$ cat config.mk
export PLATFORM = sky130hd
export DESIGN_NAME = ncc_command_unit
export DESIGN_NICKNAME = d
export VERILOG_FILES = /design/src/ncc_pkg.sv /design/src/ncc_command_unit.sv /design/src/ncc_dec_field.sv /design/src/ncc_stepper.sv
export SDC_FILE = /design/constraint.sdc
export NUM_CORES = 1
export LEC_CHECK = 0
export BUFFER_PORTS_ARGS = -buffer_cell sky130_fd_sc_hd__buf_4
export CELL_PAD_IN_SITES_DETAIL_PLACEMENT = 0
export CELL_PAD_IN_SITES_GLOBAL_PLACEMENT = 1
export CORE_AREA = 3 3 235 237
export DETAILED_ROUTE_END_ITERATION = 8
export DIE_AREA = 0 0 238 240
export PLACE_DENSITY_LB_ADDON = 0.1
export RECOVER_POWER = 25
export SYNTH_ARGS = -nofsm -noshare
export SYNTH_HDL_FRONTEND = slang
export SYNTH_SLANG_ARGS = --single-unit
$ cat constraint.sdc
create_clock -name ref_clk -period 16.2 [get_ports ref_clk]
set_input_delay 0.81 -clock ref_clk [delete_from_list [all_inputs] [get_ports ref_clk]]
set_output_delay 0.81 -clock ref_clk [all_outputs]
set_load 0.1 [all_outputs]
$ cat src/ncc_pkg.sv
package ncc_pkg;

    localparam logic [7:0] CMD_GROUP     = 8'h1d;
    localparam logic [7:0] CMD_COUNTER   = 8'h43;
    localparam logic [7:0] CMD_PRINT     = 8'h63;
    localparam logic [7:0] SUB_SET_VALUE = 8'h32;
    localparam logic [7:0] SUB_BINARY    = 8'h31;
    localparam logic [7:0] SUB_FORMAT    = 8'h30;
    localparam logic [7:0] SUB_DECIMAL   = 8'h3b;
    localparam logic [7:0] SEMICOLON     = 8'h3b;
    localparam logic [7:0] DIGIT_ZERO    = 8'h30;
    localparam logic [7:0] DIGIT_NINE    = 8'h39;

    localparam logic [15:0] RESET_RANGE_START = 16'h0001;
    localparam logic [15:0] RESET_RANGE_END   = 16'hffff;
    localparam logic [7:0]  RESET_STEP        = 8'h01;
    localparam logic [7:0]  RESET_REPEAT      = 8'h01;
    localparam logic [15:0] RESET_PRESET      = 16'h0001;
    localparam logic [2:0]  RESET_WIDTH       = 3'h0;
    localparam logic [1:0]  RESET_PLACE       = 2'h0;
    localparam logic [2:0]  MAX_WIDTH         = 3'h5;
    localparam logic [1:0]  MAX_PLACE         = 2'h2;
    localparam logic [2:0]  FIELD_COUNT       = 3'h5;
    localparam logic [15:0] BYTE_WEIGHT       = 16'h0100;
    localparam logic [16:0] WIDE_LIMIT        = 17'h0ffff;
    localparam logic [16:0] NARROW_LIMIT      = 17'h000ff;

    typedef struct packed {
        logic [15:0] range_start;
        logic [15:0] range_end;
        logic [7:0]  step_size;
        logic [7:0]  repeat_count;
    } ncc_mode_t;

    typedef struct packed {
        logic [2:0] digit_width;
        logic [1:0] digit_place;
    } ncc_format_t;

    typedef struct packed {
        logic        valid;
        logic [15:0] value;
        ncc_format_t format;
    } ncc_print_t;

    typedef enum logic [1:0] {
        NCC_HOLD,
        NCC_UP,
        NCC_DOWN
    } ncc_dir_t;

endpackage

$ cat src/ncc_command_unit.sv
`timescale 1ns/1ps
// Summary of operation
// - Set-value command loads low byte plus high byte times 256.
// - Set-value and decimal mode commands clear the repeat tally.
// - Decimal command: five semicolon-ended ASCII fields, limits 65535 and 255.
// - Start below end with nonzero step and repeat counts up.
// - Start above end with nonzero step and repeat counts down.
// - Equal bounds, zero step or zero repeat holds the value.
// - Each advance that stays within range changes the value by the step size.
// - Each value is emitted repeat-count times before stepping.
// - Fifth decimal field loads the current counter value.
// - An empty decimal field keeps its previous setting.
// - Malformed decimal command is discarded; an offending non-digit byte and the bytes after it pass on.
// - Counting up past maximum wraps to minimum.
// - Counting down below minimum wraps to maximum.
// - Up mode: out-of-range value forced to minimum on print.
// - Down mode: out-of-range value forced to maximum on print.
// - Reset gives start 1, end 65535, step 1, repeat 1, value 1.
// - Print command emits current value, then advances the counter.
// - Digit format: width 0 to 5 and placement 0 to 2.
module ncc_command_unit
(
    input  wire logic         ref_clk,
    input  wire logic         reset_n,
    input  wire logic         rx_valid,
    input  wire logic [7:0]   rx_data,
    output logic              rx_ready,
    output logic              pass_valid,
    output logic [7:0]        pass_data,
    output ncc_pkg::ncc_print_t print_out,
    output logic [15:0]       counter_value,
    output ncc_pkg::ncc_mode_t mode_out,
    output logic              malformed
);

    typedef enum {
        ST_IDLE,
        ST_GROUP,
        ST_COUNTER,
        ST_ARG_A,
        ST_ARG_B,
        ST_FIELD
    } ncc_state_t;

    typedef enum {
        OP_VALUE,
        OP_BINARY,
        OP_FORMAT
    } ncc_op_t;

    typedef struct packed {
        ncc_state_t         state;
        ncc_op_t            op;
        logic [2:0]         arg_index;
        logic [7:0]         arg_low;
        logic [7:0]         arg_b2;
        logic [7:0]         arg_b3;
        logic [7:0]         arg_b4;
        logic [7:0]         arg_b5;
        logic [2:0]         field;
        logic [4:0]         seen;
        logic [4:0]         failed;
        ncc_pkg::ncc_mode_t mode;
        logic [15:0]        value;
        logic [7:0]         tally;
        ncc_pkg::ncc_format_t format;
        ncc_pkg::ncc_print_t  print;
        logic               pass_valid;
        logic [7:0]         pass_data;
        logic               malformed;
    } ncc_regs_t;

    ncc_regs_t r;
    ncc_regs_t next_r;

    logic              take;
    logic [4:0]        f_clear;
    logic [4:0]        f_take;
    logic [16:0]       f_value [5];
    logic [4:0]        f_present;
    logic [4:0]        f_bad;
    ncc_pkg::ncc_dir_t dir;
    logic [15:0]       start_value;
    logic [15:0]       step_value;
    logic [7:0]        step_tally;

    function automatic logic [15:0] join_bytes(input logic [7:0] lo,
                                               input logic [7:0] hi);
        join_bytes = 16'(lo) + 16'(hi) * ncc_pkg::BYTE_WEIGHT;
    endfunction

    genvar gi;
    generate
        for (gi = 0; gi < 5; gi++)
        begin : g_field
            ncc_dec_field u_field
            (
                .ref_clk (ref_clk),
                .reset_n (reset_n),
                .clear   (f_clear[gi]),
                .take    (f_take[gi]),
                .data    (rx_data),
                .limit   ((gi == 2 || gi == 3) ? ncc_pkg::NARROW_LIMIT
                                               : ncc_pkg::WIDE_LIMIT),
                .value   (f_value[gi]),
                .present (f_present[gi]),
                .bad     (f_bad[gi])
            );
        end
    endgenerate

    ncc_stepper u_stepper
    (
        .mode        (r.mode),
        .value       (r.value),
        .tally       (r.tally),
        .dir         (dir),
        .start_value (start_value),
        .next_value  (step_value),
        .next_tally  (step_tally)
    );

    assign rx_ready = 1'b1;
    assign take = rx_valid;

    always_comb
    begin
        next_r = r;
        next_r.pass_valid = 1'b0;
        next_r.print.valid = 1'b0;
        next_r.malformed = 1'b0;
        f_clear = '0;
        f_take = '0;
        if (take)
        begin
            unique case (r.state)
                ST_IDLE:
                begin
                    if (rx_data == ncc_pkg::CMD_GROUP)
                    begin
                        next_r.state = ST_GROUP;
                    end
                    else
                    begin
                        next_r.pass_valid = 1'b1;
                        next_r.pass_data = rx_data;
                    end
                end
                ST_GROUP:
                begin
                    next_r.state = ST_IDLE;
                    if (rx_data == ncc_pkg::CMD_COUNTER)
                    begin
                        next_r.state = ST_COUNTER;
                    end
                    else if (rx_data == ncc_pkg::CMD_PRINT)
                    begin
                        next_r.print.valid = 1'b1;
                        next_r.print.value = start_value;
                        next_r.print.format = r.format;
                        next_r.value = step_value;
                        next_r.tally = step_tally;
                    end
                    else
                    begin
                        next_r.pass_valid = 1'b1;
                        next_r.pass_data = rx_data;
                    end
                end
                ST_COUNTER:
                begin
                    next_r.state = ST_ARG_A;
                    next_r.arg_index = 3'h0;
                    unique case (rx_data)
                        ncc_pkg::SUB_SET_VALUE: next_r.op = OP_VALUE;
                        ncc_pkg::SUB_BINARY:    next_r.op = OP_BINARY;
                        ncc_pkg::SUB_FORMAT:    next_r.op = OP_FORMAT;
                        ncc_pkg::SUB_DECIMAL:
                        begin
                            next_r.state = ST_FIELD;
                            next_r.field = 3'h0;
                            f_clear = '1;
                        end
                        default: next_r.state = ST_IDLE;
                    endcase
                end
                ST_ARG_A:
                begin
                    next_r.arg_index = r.arg_index + 3'h1;
                    unique case (r.arg_index)
                        3'h0: next_r.arg_low = rx_data;
                        3'h1: next_r.arg_b2 = rx_data;
                        3'h2: next_r.arg_b3 = rx_data;
                        3'h3: next_r.arg_b4 = rx_data;
                        3'h4: next_r.arg_b5 = rx_data;
                        default: next_r.arg_low = r.arg_low;
                    endcase
                    if (r.op == OP_VALUE && r.arg_index == 3'h1)
                    begin
                        next_r.state = ST_IDLE;
                        next_r.value = join_bytes(r.arg_low, rx_data);
                        next_r.tally = 8'h00;
                    end
                    else if (r.op == OP_FORMAT && r.arg_index == 3'h1)
                    begin
                        next_r.state = ST_IDLE;
                        if (r.arg_low <= 8'(ncc_pkg::MAX_WIDTH)
                            && rx_data <= 8'(ncc_pkg::MAX_PLACE))
                        begin
                            next_r.format.digit_width = r.arg_low[2:0];
                            next_r.format.digit_place = rx_data[1:0];
                        end
                    end
                    else if (r.op == OP_BINARY && r.arg_index == 3'h5)
                    begin
                        next_r.state = ST_IDLE;
                        next_r.mode.range_start = join_bytes(r.arg_low,
                                                             r.arg_b2);
                        next_r.mode.range_end = join_bytes(r.arg_b3,
                                                           r.arg_b4);
                        next_r.mode.step_size = r.arg_b5;
                        next_r.mode.repeat_count = rx_data;
                        next_r.tally = 8'h00;
                    end
                end
                ST_FIELD:
                begin
                    if (rx_data == ncc_pkg::SEMICOLON)
                    begin
                        next_r.field = r.field + 3'h1;
                        if (r.field == ncc_pkg::FIELD_COUNT - 3'h1)
                        begin
                            next_r.state = ST_IDLE;
                            if (f_bad == '0)
                            begin
                                for (int i = 0; i < 5; i++)
                                begin
                                    if (!f_present[i])
                                    begin
                                        continue;
                                    end
                                    unique case (i)
                                        0: next_r.mode.range_start =
                                               f_value[0][15:0];
                                        1: next_r.mode.range_end =
                                               f_value[1][15:0];
                                        2: next_r.mode.step_size =
                                               f_value[2][7:0];
                                        3: next_r.mode.repeat_count =
                                               f_value[3][7:0];
                                        default: next_r.value =
                                               f_value[4][15:0];
                                    endcase
                                end
                                next_r.tally = 8'h00;
                            end
                            else
                            begin
                                next_r.malformed = 1'b1;
                            end
                        end
                    end
                    else
                    begin
                        f_take[r.field] = 1'b1;
                        if (rx_data < ncc_pkg::DIGIT_ZERO
                            || rx_data > ncc_pkg::DIGIT_NINE)
                        begin
                            next_r.state = ST_IDLE;
                            next_r.malformed = 1'b1;
                            next_r.pass_valid = 1'b1;
                            next_r.pass_data = rx_data;
                        end
                    end
                end
                default: next_r.state = ST_IDLE;
            endcase
        end
    end

    always_ff @(posedge ref_clk)
    begin
        if (!reset_n)
        begin
            r <= '0;
            r.state <= ST_IDLE;
            r.op <= OP_VALUE;
            r.mode.range_start <= ncc_pkg::RESET_RANGE_START;
            r.mode.range_end <= ncc_pkg::RESET_RANGE_END;
            r.mode.step_size <= ncc_pkg::RESET_STEP;
            r.mode.repeat_count <= ncc_pkg::RESET_REPEAT;
            r.value <= ncc_pkg::RESET_PRESET;
            r.format.digit_width <= ncc_pkg::RESET_WIDTH;
            r.format.digit_place <= ncc_pkg::RESET_PLACE;
        end
        else
        begin
            r <= next_r;
        end
    end

    assign pass_valid = r.pass_valid;
    assign pass_data = r.pass_data;
    assign print_out = r.print;
    assign counter_value = r.value;
    assign mode_out = r.mode;
    assign malformed = r.malformed;

endmodule // ncc_command_unit

$ cat src/ncc_dec_field.sv
`timescale 1ns/1ps
// Accumulates one decimal ASCII field; flags non-digits and overflow.
module ncc_dec_field
(
    input  wire logic        ref_clk,
    input  wire logic        reset_n,
    input  wire logic        clear,
    input  wire logic        take,
    input  wire logic [7:0]  data,
    input  wire logic [16:0] limit,
    output logic [16:0]      value,
    output logic             present,
    output logic             bad
);

    typedef struct packed {
        logic [16:0] value;
        logic        present;
        logic        bad;
    } ncc_acc_t;

    ncc_acc_t acc;
    ncc_acc_t next_acc;
    logic     is_digit;
    logic [20:0] wide;

    always_comb
    begin
        next_acc = acc;
        is_digit = (data >= ncc_pkg::DIGIT_ZERO)
                && (data <= ncc_pkg::DIGIT_NINE);
        wide = 21'(acc.value) * 21'd10 + 21'(data - ncc_pkg::DIGIT_ZERO);
        if (clear)
        begin
            next_acc = '0;
        end
        else if (take)
        begin
            if (!is_digit)
            begin
                next_acc.bad = 1'b1;
            end
            else if (wide > 21'(limit))
            begin
                next_acc.bad = 1'b1;
            end
            else
            begin
                next_acc.value = wide[16:0];
                next_acc.present = 1'b1;
            end
        end
    end

    always_ff @(posedge ref_clk)
    begin
        if (!reset_n)
        begin
            acc <= '0;
        end
        else
        begin
            acc <= next_acc;
        end
    end

    assign value = acc.value;
    assign present = acc.present;
    assign bad = acc.bad;

endmodule // ncc_dec_field

$ cat src/ncc_stepper.sv
`timescale 1ns/1ps
// Combinational next counter value for one print-counter command.
module ncc_stepper
(
    input  wire ncc_pkg::ncc_mode_t mode,
    input  wire logic [15:0]        value,
    input  wire logic [7:0]         tally,
    output ncc_pkg::ncc_dir_t       dir,
    output logic [15:0]             start_value,
    output logic [15:0]             next_value,
    output logic [7:0]              next_tally
);

    logic [15:0] lo;
    logic [15:0] hi;
    logic [16:0] up_sum;
    logic [16:0] down_gap;

    always_comb
    begin
        dir = ncc_pkg::NCC_HOLD;
        if (mode.step_size != 8'h00 && mode.repeat_count != 8'h00)
        begin
            if (mode.range_start < mode.range_end)
            begin
                dir = ncc_pkg::NCC_UP;
            end
            else if (mode.range_start > mode.range_end)
            begin
                dir = ncc_pkg::NCC_DOWN;
            end
        end
        lo = (dir == ncc_pkg::NCC_DOWN) ? mode.range_end : mode.range_start;
        hi = (dir == ncc_pkg::NCC_DOWN) ? mode.range_start : mode.range_end;
        start_value = value;
        if (dir == ncc_pkg::NCC_UP && (value < lo || value > hi))
        begin
            start_value = lo;
        end
        if (dir == ncc_pkg::NCC_DOWN && (value < lo || value > hi))
        begin
            start_value = hi;
        end
        up_sum = 17'(start_value) + 17'(mode.step_size);
        down_gap = 17'(start_value) - 17'(lo);
        next_value = start_value;
        next_tally = tally;
        if (dir != ncc_pkg::NCC_HOLD)
        begin
            if (8'(tally + 8'h01) >= mode.repeat_count)
            begin
                next_tally = 8'h00;
                if (dir == ncc_pkg::NCC_UP)
                begin
                    next_value = (up_sum > 17'(hi)) ? lo : up_sum[15:0];
                end
                else
                begin
                    next_value = (down_gap < 17'(mode.step_size)) ? hi
                        : 16'(start_value - 16'(mode.step_size));
                end
            end
            else
            begin
                next_tally = 8'(tally + 8'h01);
            end
        end
    end

endmodule // ncc_stepper

# --- Word-level counts from Yosys, hierarchy flattened ---
# Cells that the tools add are included.
op_classes:
  add_sub_neg: 15
  reduce_logical: 61
  div: 0
  mux: 106
  magnitude_cmp: 20
  bitwise: 10
  n_shift: 0
  eq_ne: 52
  n_mul: 5
ops:
  columns: ["op", "n"]
  rows:
  - ["$mux 32", 7]
  - ["$mux 72", 3]
  - ["$mux 16", 13]
  - ["$pmux 32 s5", 1]
  - ["$mux 48", 3]
  - ["$add 21x21->21", 5]
  - ["$mul 17x3->20 const B", 5]
  - ["$eq 32x2->1 const B", 3]
  - ["$pmux 32 s3", 1]
  - ["$pmux 48 s2", 1]
  - ["$mux 24", 3]
  - ["$pmux 24 s3", 1]
  - ["$eq 32x3->1 const B", 2]
  - ["$logic_not 32->1", 2]
  - ["$gt 21x16->1 const B", 3]
  - ["$add 8x16->16", 3]
  - ["$mux 8", 6]
  - ["$reduce_and 9->1", 5]
  - ["$mux 1", 44]
  - ["$gt 21x8->1 const B", 2]
  - ["$ne 2x2->1 const B", 21]
  - ["$mux 9", 4]
  - ["$reduce_and 3->1", 12]
  - ["$eq 32x1->1 const B", 1]
  - ["other kinds (54)", 118]
totals:
  elab_cells: 308
  mem_bits_ro: 0
  n_memories: 0
  ram_bits: 0
  reg_bits: 314
  latchBits: 0
  output_inout_bits: 97

# --- Longest topological paths before layout ---
depth:
  depth_word: 20
  ltp_mapped: 54
  depth_no_buf: 46

# --- Hierarchy ---
# A second synthesis with hierarchy kept.
unflattened:
  cells_unflattened: 3663
  hier_area_um2: 29439.5
modules_own_cells:
  columns: ["mod", "area_per_inst_um2", "cells_per_inst", "instances"]
  rows:
  - ["ncc_dec_field (g_field[0].u_field ...)", 3183.1, 386, 3]
  - ["ncc_command_unit", 8179.1, 967, 1]
  - ["ncc_dec_field (g_field[1].u_field ...)", 3220.6, 393, 2]
  - ["ncc_stepper", 5270.1, 752, 1]

# --- Worst setup path before layout ---
# No wires, ideal clock.
synth_timing:
  kind: "register to register"
  start: "reg, netlist name mode_out[31]"
  end: "reg, netlist name counter_value[9]"
  path_stages_with_launch: 50
  arrival_time_ps: 9705
  path_slack_ps: 6379
  n_path_buf: 8
  period_less_slack_ps: 9821
  path_cell_list: "dfxtp_1 -> inv_1 -> ha_1 -> nand4_1 -> or2_1 -> or3_4 -> and2_4 -> nand2_1 -> clkbuf_1 -> clkbuf_1 -> buf_1 -> nor2_1 -> a21oi_1 -> ha_1 -> a21o_1 -> a21o_1 -> a21oi_1 -> o21ai_0 -> [... 14 more ...] -> o21bai_1 -> a221o_1 -> and4_1 -> mux2i_1 -> xor2_1 -> ha_1 -> nor2b_1 -> o21ai_0 -> nand2b_1 -> a21oi_1 -> nor2b_1 -> a2111oi_0 -> or3_1 -> clkbuf_1 -> nand2_1 -> buf_2 -> or3_1 -> a41o_1"
synth_between:
  elab_chain_cells: 20
synth_lines:
  columns: ["element", "line_no", "text"]
  rows:
  - ["$gt 16x16->1", "ncc_stepper.sv:28", "else if (mode.range_start > mode.range_end)"]
  - ["$mux 2", "ncc_stepper.sv:28", null]
  - ["$mux 2", "ncc_stepper.sv:24", "if (mode.range_start < mode.range_end)"]
  - ["$mux 2", "ncc_stepper.sv:22", "if (mode.step_size != 8'h00 && mode.repeat_count != 8'h00)"]
  - ["$eq 2x2->1", "ncc_stepper.sv:33, ncc_stepper.sv:34, ncc_stepper.sv:40", null]
  - ["$mux 16, on equally long branches", "ncc_stepper.sv:33, ncc_stepper.sv:34", null]
  - ["$lt 16x16->1 / $gt 16x16->1 (equally long branches)", "ncc_stepper.sv:36, ncc_stepper.sv:40", null]
  - ["$logic_or 1x1->1", "ncc_stepper.sv:36, ncc_stepper.sv:40", null]
  - ["[... 3 more ...]", null, null]
  - ["via start_value[1]", "ncc_command_unit.sv:83", "logic [15:0] start_value;"]
  - ["[... 1 more ...]", null, null]
  - ["$lt 17x8->1 / $gt 17x16->1 (equally long branches)", "ncc_stepper.sv:59, ncc_stepper.sv:55", null]
  - ["$mux 16, on equally long branches", "ncc_stepper.sv:59, ncc_stepper.sv:55", null]
  - ["$mux 16 (*)", "ncc_stepper.sv:53", "if (dir == ncc_pkg::NCC_UP)"]
  - ["$mux 16 (*)", "ncc_stepper.sv:50", "if (8'(tally + 8'h01) >= mode.repeat_count)"]
  - ["$mux 16 (*)", "ncc_stepper.sv:48", "if (dir != ncc_pkg::NCC_HOLD)"]
  - ["$mux 24 (*)", "ncc_command_unit.sv:156", "else if (rx_data == ncc_pkg::CMD_PRINT)"]
  - ["$mux 24 (*)", "ncc_command_unit.sv:152", "if (rx_data == ncc_pkg::CMD_COUNTER)"]
  - ["$pmux 24 s3 (*)", "ncc_command_unit.sv:136", "unique case (r.state)"]
# Mark *: on every way through the listed nets, which the timed path passes. The rest lies on a longest branch. The select of a mux whose other input is x is not followed.
# A chain may end at the register's enable or synchronous reset.

# --- Worst setup path in the final report ---
layout_timing:
  start: "reg, netlist name mode_out[20]"
  end: "reg, netlist name counter_value[1]"
layout_between:
  elab_chain_cells: 20
layout_lines:
  columns: ["element", "line_no"]
  rows:
  - ["$gt 16x16->1", "ncc_stepper.sv:28"]
  - ["$mux 2", "ncc_stepper.sv:28"]
  - ["$mux 2", "ncc_stepper.sv:24"]
  - ["$mux 2", "ncc_stepper.sv:22"]
  - ["$eq 2x2->1", "ncc_stepper.sv:33, ncc_stepper.sv:34, ncc_stepper.sv:40"]
  - ["$mux 16, on equally long branches", "ncc_stepper.sv:33, ncc_stepper.sv:34"]
  - ["$lt 16x16->1 / $gt 16x16->1 (equally long branches)", "ncc_stepper.sv:36, ncc_stepper.sv:40"]
  - ["$logic_or 1x1->1", "ncc_stepper.sv:36, ncc_stepper.sv:40"]
  - ["[... 3 more ...]", null]
  - ["via start_value[0]", "ncc_command_unit.sv:83"]
  - ["[... 1 more ...]", null]
  - ["$lt 17x8->1 / $gt 17x16->1 (equally long branches)", "ncc_stepper.sv:59, ncc_stepper.sv:55"]
  - ["$mux 16, on equally long branches", "ncc_stepper.sv:59, ncc_stepper.sv:55"]
  - ["$mux 16 (*)", "ncc_stepper.sv:53"]
  - ["$mux 16 (*)", "ncc_stepper.sv:50"]
  - ["$mux 16 (*)", "ncc_stepper.sv:48"]
  - ["$mux 24 (*)", "ncc_command_unit.sv:156"]
  - ["$mux 24 (*)", "ncc_command_unit.sv:152"]
  - ["$pmux 24 s3 (*)", "ncc_command_unit.sv:136"]
# Marks and branches as above.

==> metrics.md <==
| Metric | Value |
|---|---|
| Status | `complete, but fails checks` |
| Failing checks | `capacitance limit, slew limit` |
| TNS Setup | `0 ns` |
| FFs w/ async S/R, synth | `0%` |
| Pleak | `0.0124 uW` |
| Cell Pwr Density | `63.6 nW/um^2` |
| GRT overflow | `0` |
| Total CTS buffers | `31` |
| Mapped Avg Cell Area | `7.83 sq um` |
| Clock latency on the worst-skew pair | `0.60 ns` |
| Placed insts | `3,686` |
| Finished Layout Cells | `3,743` |
| CTS tree | `built` |
| Min Tclk post-route | `11.29 ns` |
| Gate Count Post-Synth | `3,065` |
| CP max-delay cell | `a2111oi_0` |
| Chip width | `238 um` |
| Core ar. | `53,500 sq um` |
| Gr usage total | `28.5%` |
| Most used DFF post-synth | `dfxtp_1` |
| Post-route worst setup slack | `4.91 ns` |
| Initial antenna violation count | `1` |
| DR vias | `22,046` |
| Final setup vio count | `0` |
| Post-route ant nets | `0` |
| HPWL after DPL | `65,400 um` |
| Max Cap Viol | `2` |
| Arrival @ worst endpoint | `11.83 ns` |
| Worst IR drop on VDD | `0.0803 mV` |
| Fmax | `88.6 MHz` |
| Count leader, synth | `ha_1` |
| CP Capture Type | `flop` |
| WL final | `84,200 um` |
| IO Pins | `108` |
| Clock-pin slew on the worst setup and hold paths | `0.06 ns` |
| H-tree levels | `1` |
| CP max stage delay | `0.82 ns` |
| Most used cell, CP | `a21oi_1` |
| Mapped cell area | `24,000 sq um` |
| Core Rows | `85` |
| Clock Skews | `0.0266 ns` |
| GPL Wtd Cong | `0.938` |
| Pin count of the biggest net entering global routing | `60` |
| Sequential fraction of the synthesis area | `21.3%` |
| Synth area leaders | `dfxtp_1 21%, ha_1 19%, a21oi_1 5.4%` |
| Clock Tree Root | `clkbuf_16` |
| Worst setup path startpoint | `mode_out[20]$_SDFFE_PN1P_` |
| Fin util | `47.7%` |
| Final net count | `3,412` |
| Critical path peak fanout | `48` |
| Post-synth EDFFs | `0` |
| Hold_ws | `0.449 ns` |
| Worst EP required | `16.73 ns` |
| Seq cells post-synth | `255` |
| Mapped Nets | `3,454` |
| First-pass GRT wire length | `126,000 um` |
| CTS Hold Bufs | `0` |
| RR Startpoint | `mode_out[20]$_SDFFE_PN1P_` |
| Maximum clock path buffer count | `3` |
| Synth top area share | `21.3%` |
| Worst slack at placement | `5.28 ns` |
| RSZ-0062 raised after global routing | `false` |
| Resized Gates After CTS | `0` |
| Wire per inst | `22.5 um` |
| Post-CTS Setup Bufs | `0` |
| Iter 0 DRT Violations | `1,471` |
| Post-synth cell types | `81` |
| Slew Viols, Final | `86` |
| Hold Fails Final Rpt | `0` |
| Die area | `57,100 sq um` |
| Hold Crit Class | `reg -> reg` |
| Ant. Diodes | `0` |
| Initial DRT Pass Iterations | `6` |
| Slew margin rel. | `-84.9%` |
| Num Clock Sinks | `255` |
| Synth Warn # | `0` |
| Via-per-instance ratio | `5.89` |
| Fraction of layout cells with a size suffix above 1 | `4.82%` |
| # port buffers | `106` |
| CP Launch Type | `flop` |
| R2R setup slack | `4.91 ns` |
| Die height | `240 um` |
| DR DRC count | `0` |
| Post-synth top cells | `365 x ha_1, 336 x nor2_1, 309 x nand2_1, 259 x a21oi_1, 255 x dfxtp_1` |
| Initial Utilization | `44.8%` |
| Tcrit/Tclk final | `69.7%` |
| Crit Path Category | `reg -> reg` |
| Slew @ Worst Pin | `2.77 ns` |
| Vias in the first global route | `20,817` |
| Min-Delay Startpoint | `g_field[1].u_field.present$_SDFFE_PP0P_` |
| Layout area overhead | `6.33%` |
| Yosys top cell by area | `dfxtp_1` |
[layout make-up]
cell class | count | area [sq um]
clock inverter | 13 | 153
multi-input combinational | 2438 | 17200
clock buffer | 44 | 915
timing repair buffer | 134 | 691
tap | 696 | 871
sequential | 255 | 5100
fill | 5405 | 28000
inverter | 163 | 613
[power breakdown]
| group | leakage [uW] | total [uW] | switching, uW | internal, uW |
|---|---|---|---|---|
| Sequential | 0.00206 | 634 | 3.42 | 630 |
| Combinational | 0.00984 | 250 | 177 | 73.5 |
| Clock | 0.000526 | 739 | 301 | 438 |
[placed cells by master, fill, tap and decap left out, types with 27 or more instances in the layout]
cell type | synthesis | layout
a21oi_1 | 259 | 258
nor2_1 | 336 | 334
inv_1 | 160 | 160
buf_4 | 95 | 50
dfxtp_1 | 255 | 255
nand2b_1 | 30 | 30
o21bai_1 | 29 | 29
a21o_1 | 72 | 72
clkbuf_1 | 100 | 88
nand4_1 | 29 | 29
a311oi_1 | 27 | 27
nand2_1 | 309 | 308
ha_1 | 365 | 365
nand3_1 | 67 | 67
nor2b_1 | 27 | 27
xnor2_1 | 112 | 112
mux2i_1 | 127 | 127
clkbuf_16 | 0 | 31
nor3_1 | 54 | 54
xor2_1 | 55 | 55
and3_1 | 30 | 30
a211oi_1 | 34 | 34
o21ai_0 | 144 | 144
[worst paths after layout]
path	cells after the start	endpoint
worst max register to register	46	counter_value[1]$_SDFFE_PN0P_
worst min register to register	2	g_field[1].u_field.present$_SDFFE_PP0P_
worst max-delay path	46	counter_value[1]$_SDFFE_PN0P_
worst min-delay path	2	g_field[1].u_field.present$_SDFFE_PP0P_
[critical path, delay by kind of cell, from the launching register on]
family	cells	cell delay (ns)
flip-flops	1	0.47
adder cells (fa/ha/maj)	5	1.40
AND/OR/NAND/NOR	13	2.32
AO/OA/AOI/OAI	21	5.17
buffers and inverters	5	1.14
multiplexers	1	0.48
XOR/XNOR	1	0.21
[metrics by stage]
step	area (sq um)	power [uW]
after global placement	24800	897
after CTS	25800	1640
final	25500	1620
after detailed placement	24800	897
after floorplan	24000	821
after global routing	25500	1680
[metal layers]
metal	vias up	wire length, um	global-route usage (%)
met5	-	0	0
met4	0	3250	9.77
met3	130	4460	3.02
met2	590	38900	48.5
met1	10547	37600	37.8
li1	10779	-	-
[cells by family after synthesis]
logic type               after synthesis  synth area share (%)
adder cells (fa/ha/maj)              379                  20.2
XOR/XNOR                             167                  6.10
multiplexers                         140                  5.93
AO/OA/AOI/OAI                        770                  20.7
other                                  1                0.0156
buffers and inverters                372                  7.34
flip-flops                           255                  21.3
AND/OR/NAND/NOR                      981                  18.5
[registers in the layout, summed over array words and instances (netlist names)]
signal and cells:
malformed 1, r 64, counter_value 16, mode_out 48, g_field.u_field.present 5, pass_data 8
print_out 22, g_field.u_field.value 85, pass_valid 1, g_field.u_field.bad 5
No activity file was read; power rests on OpenSTA's default activity.
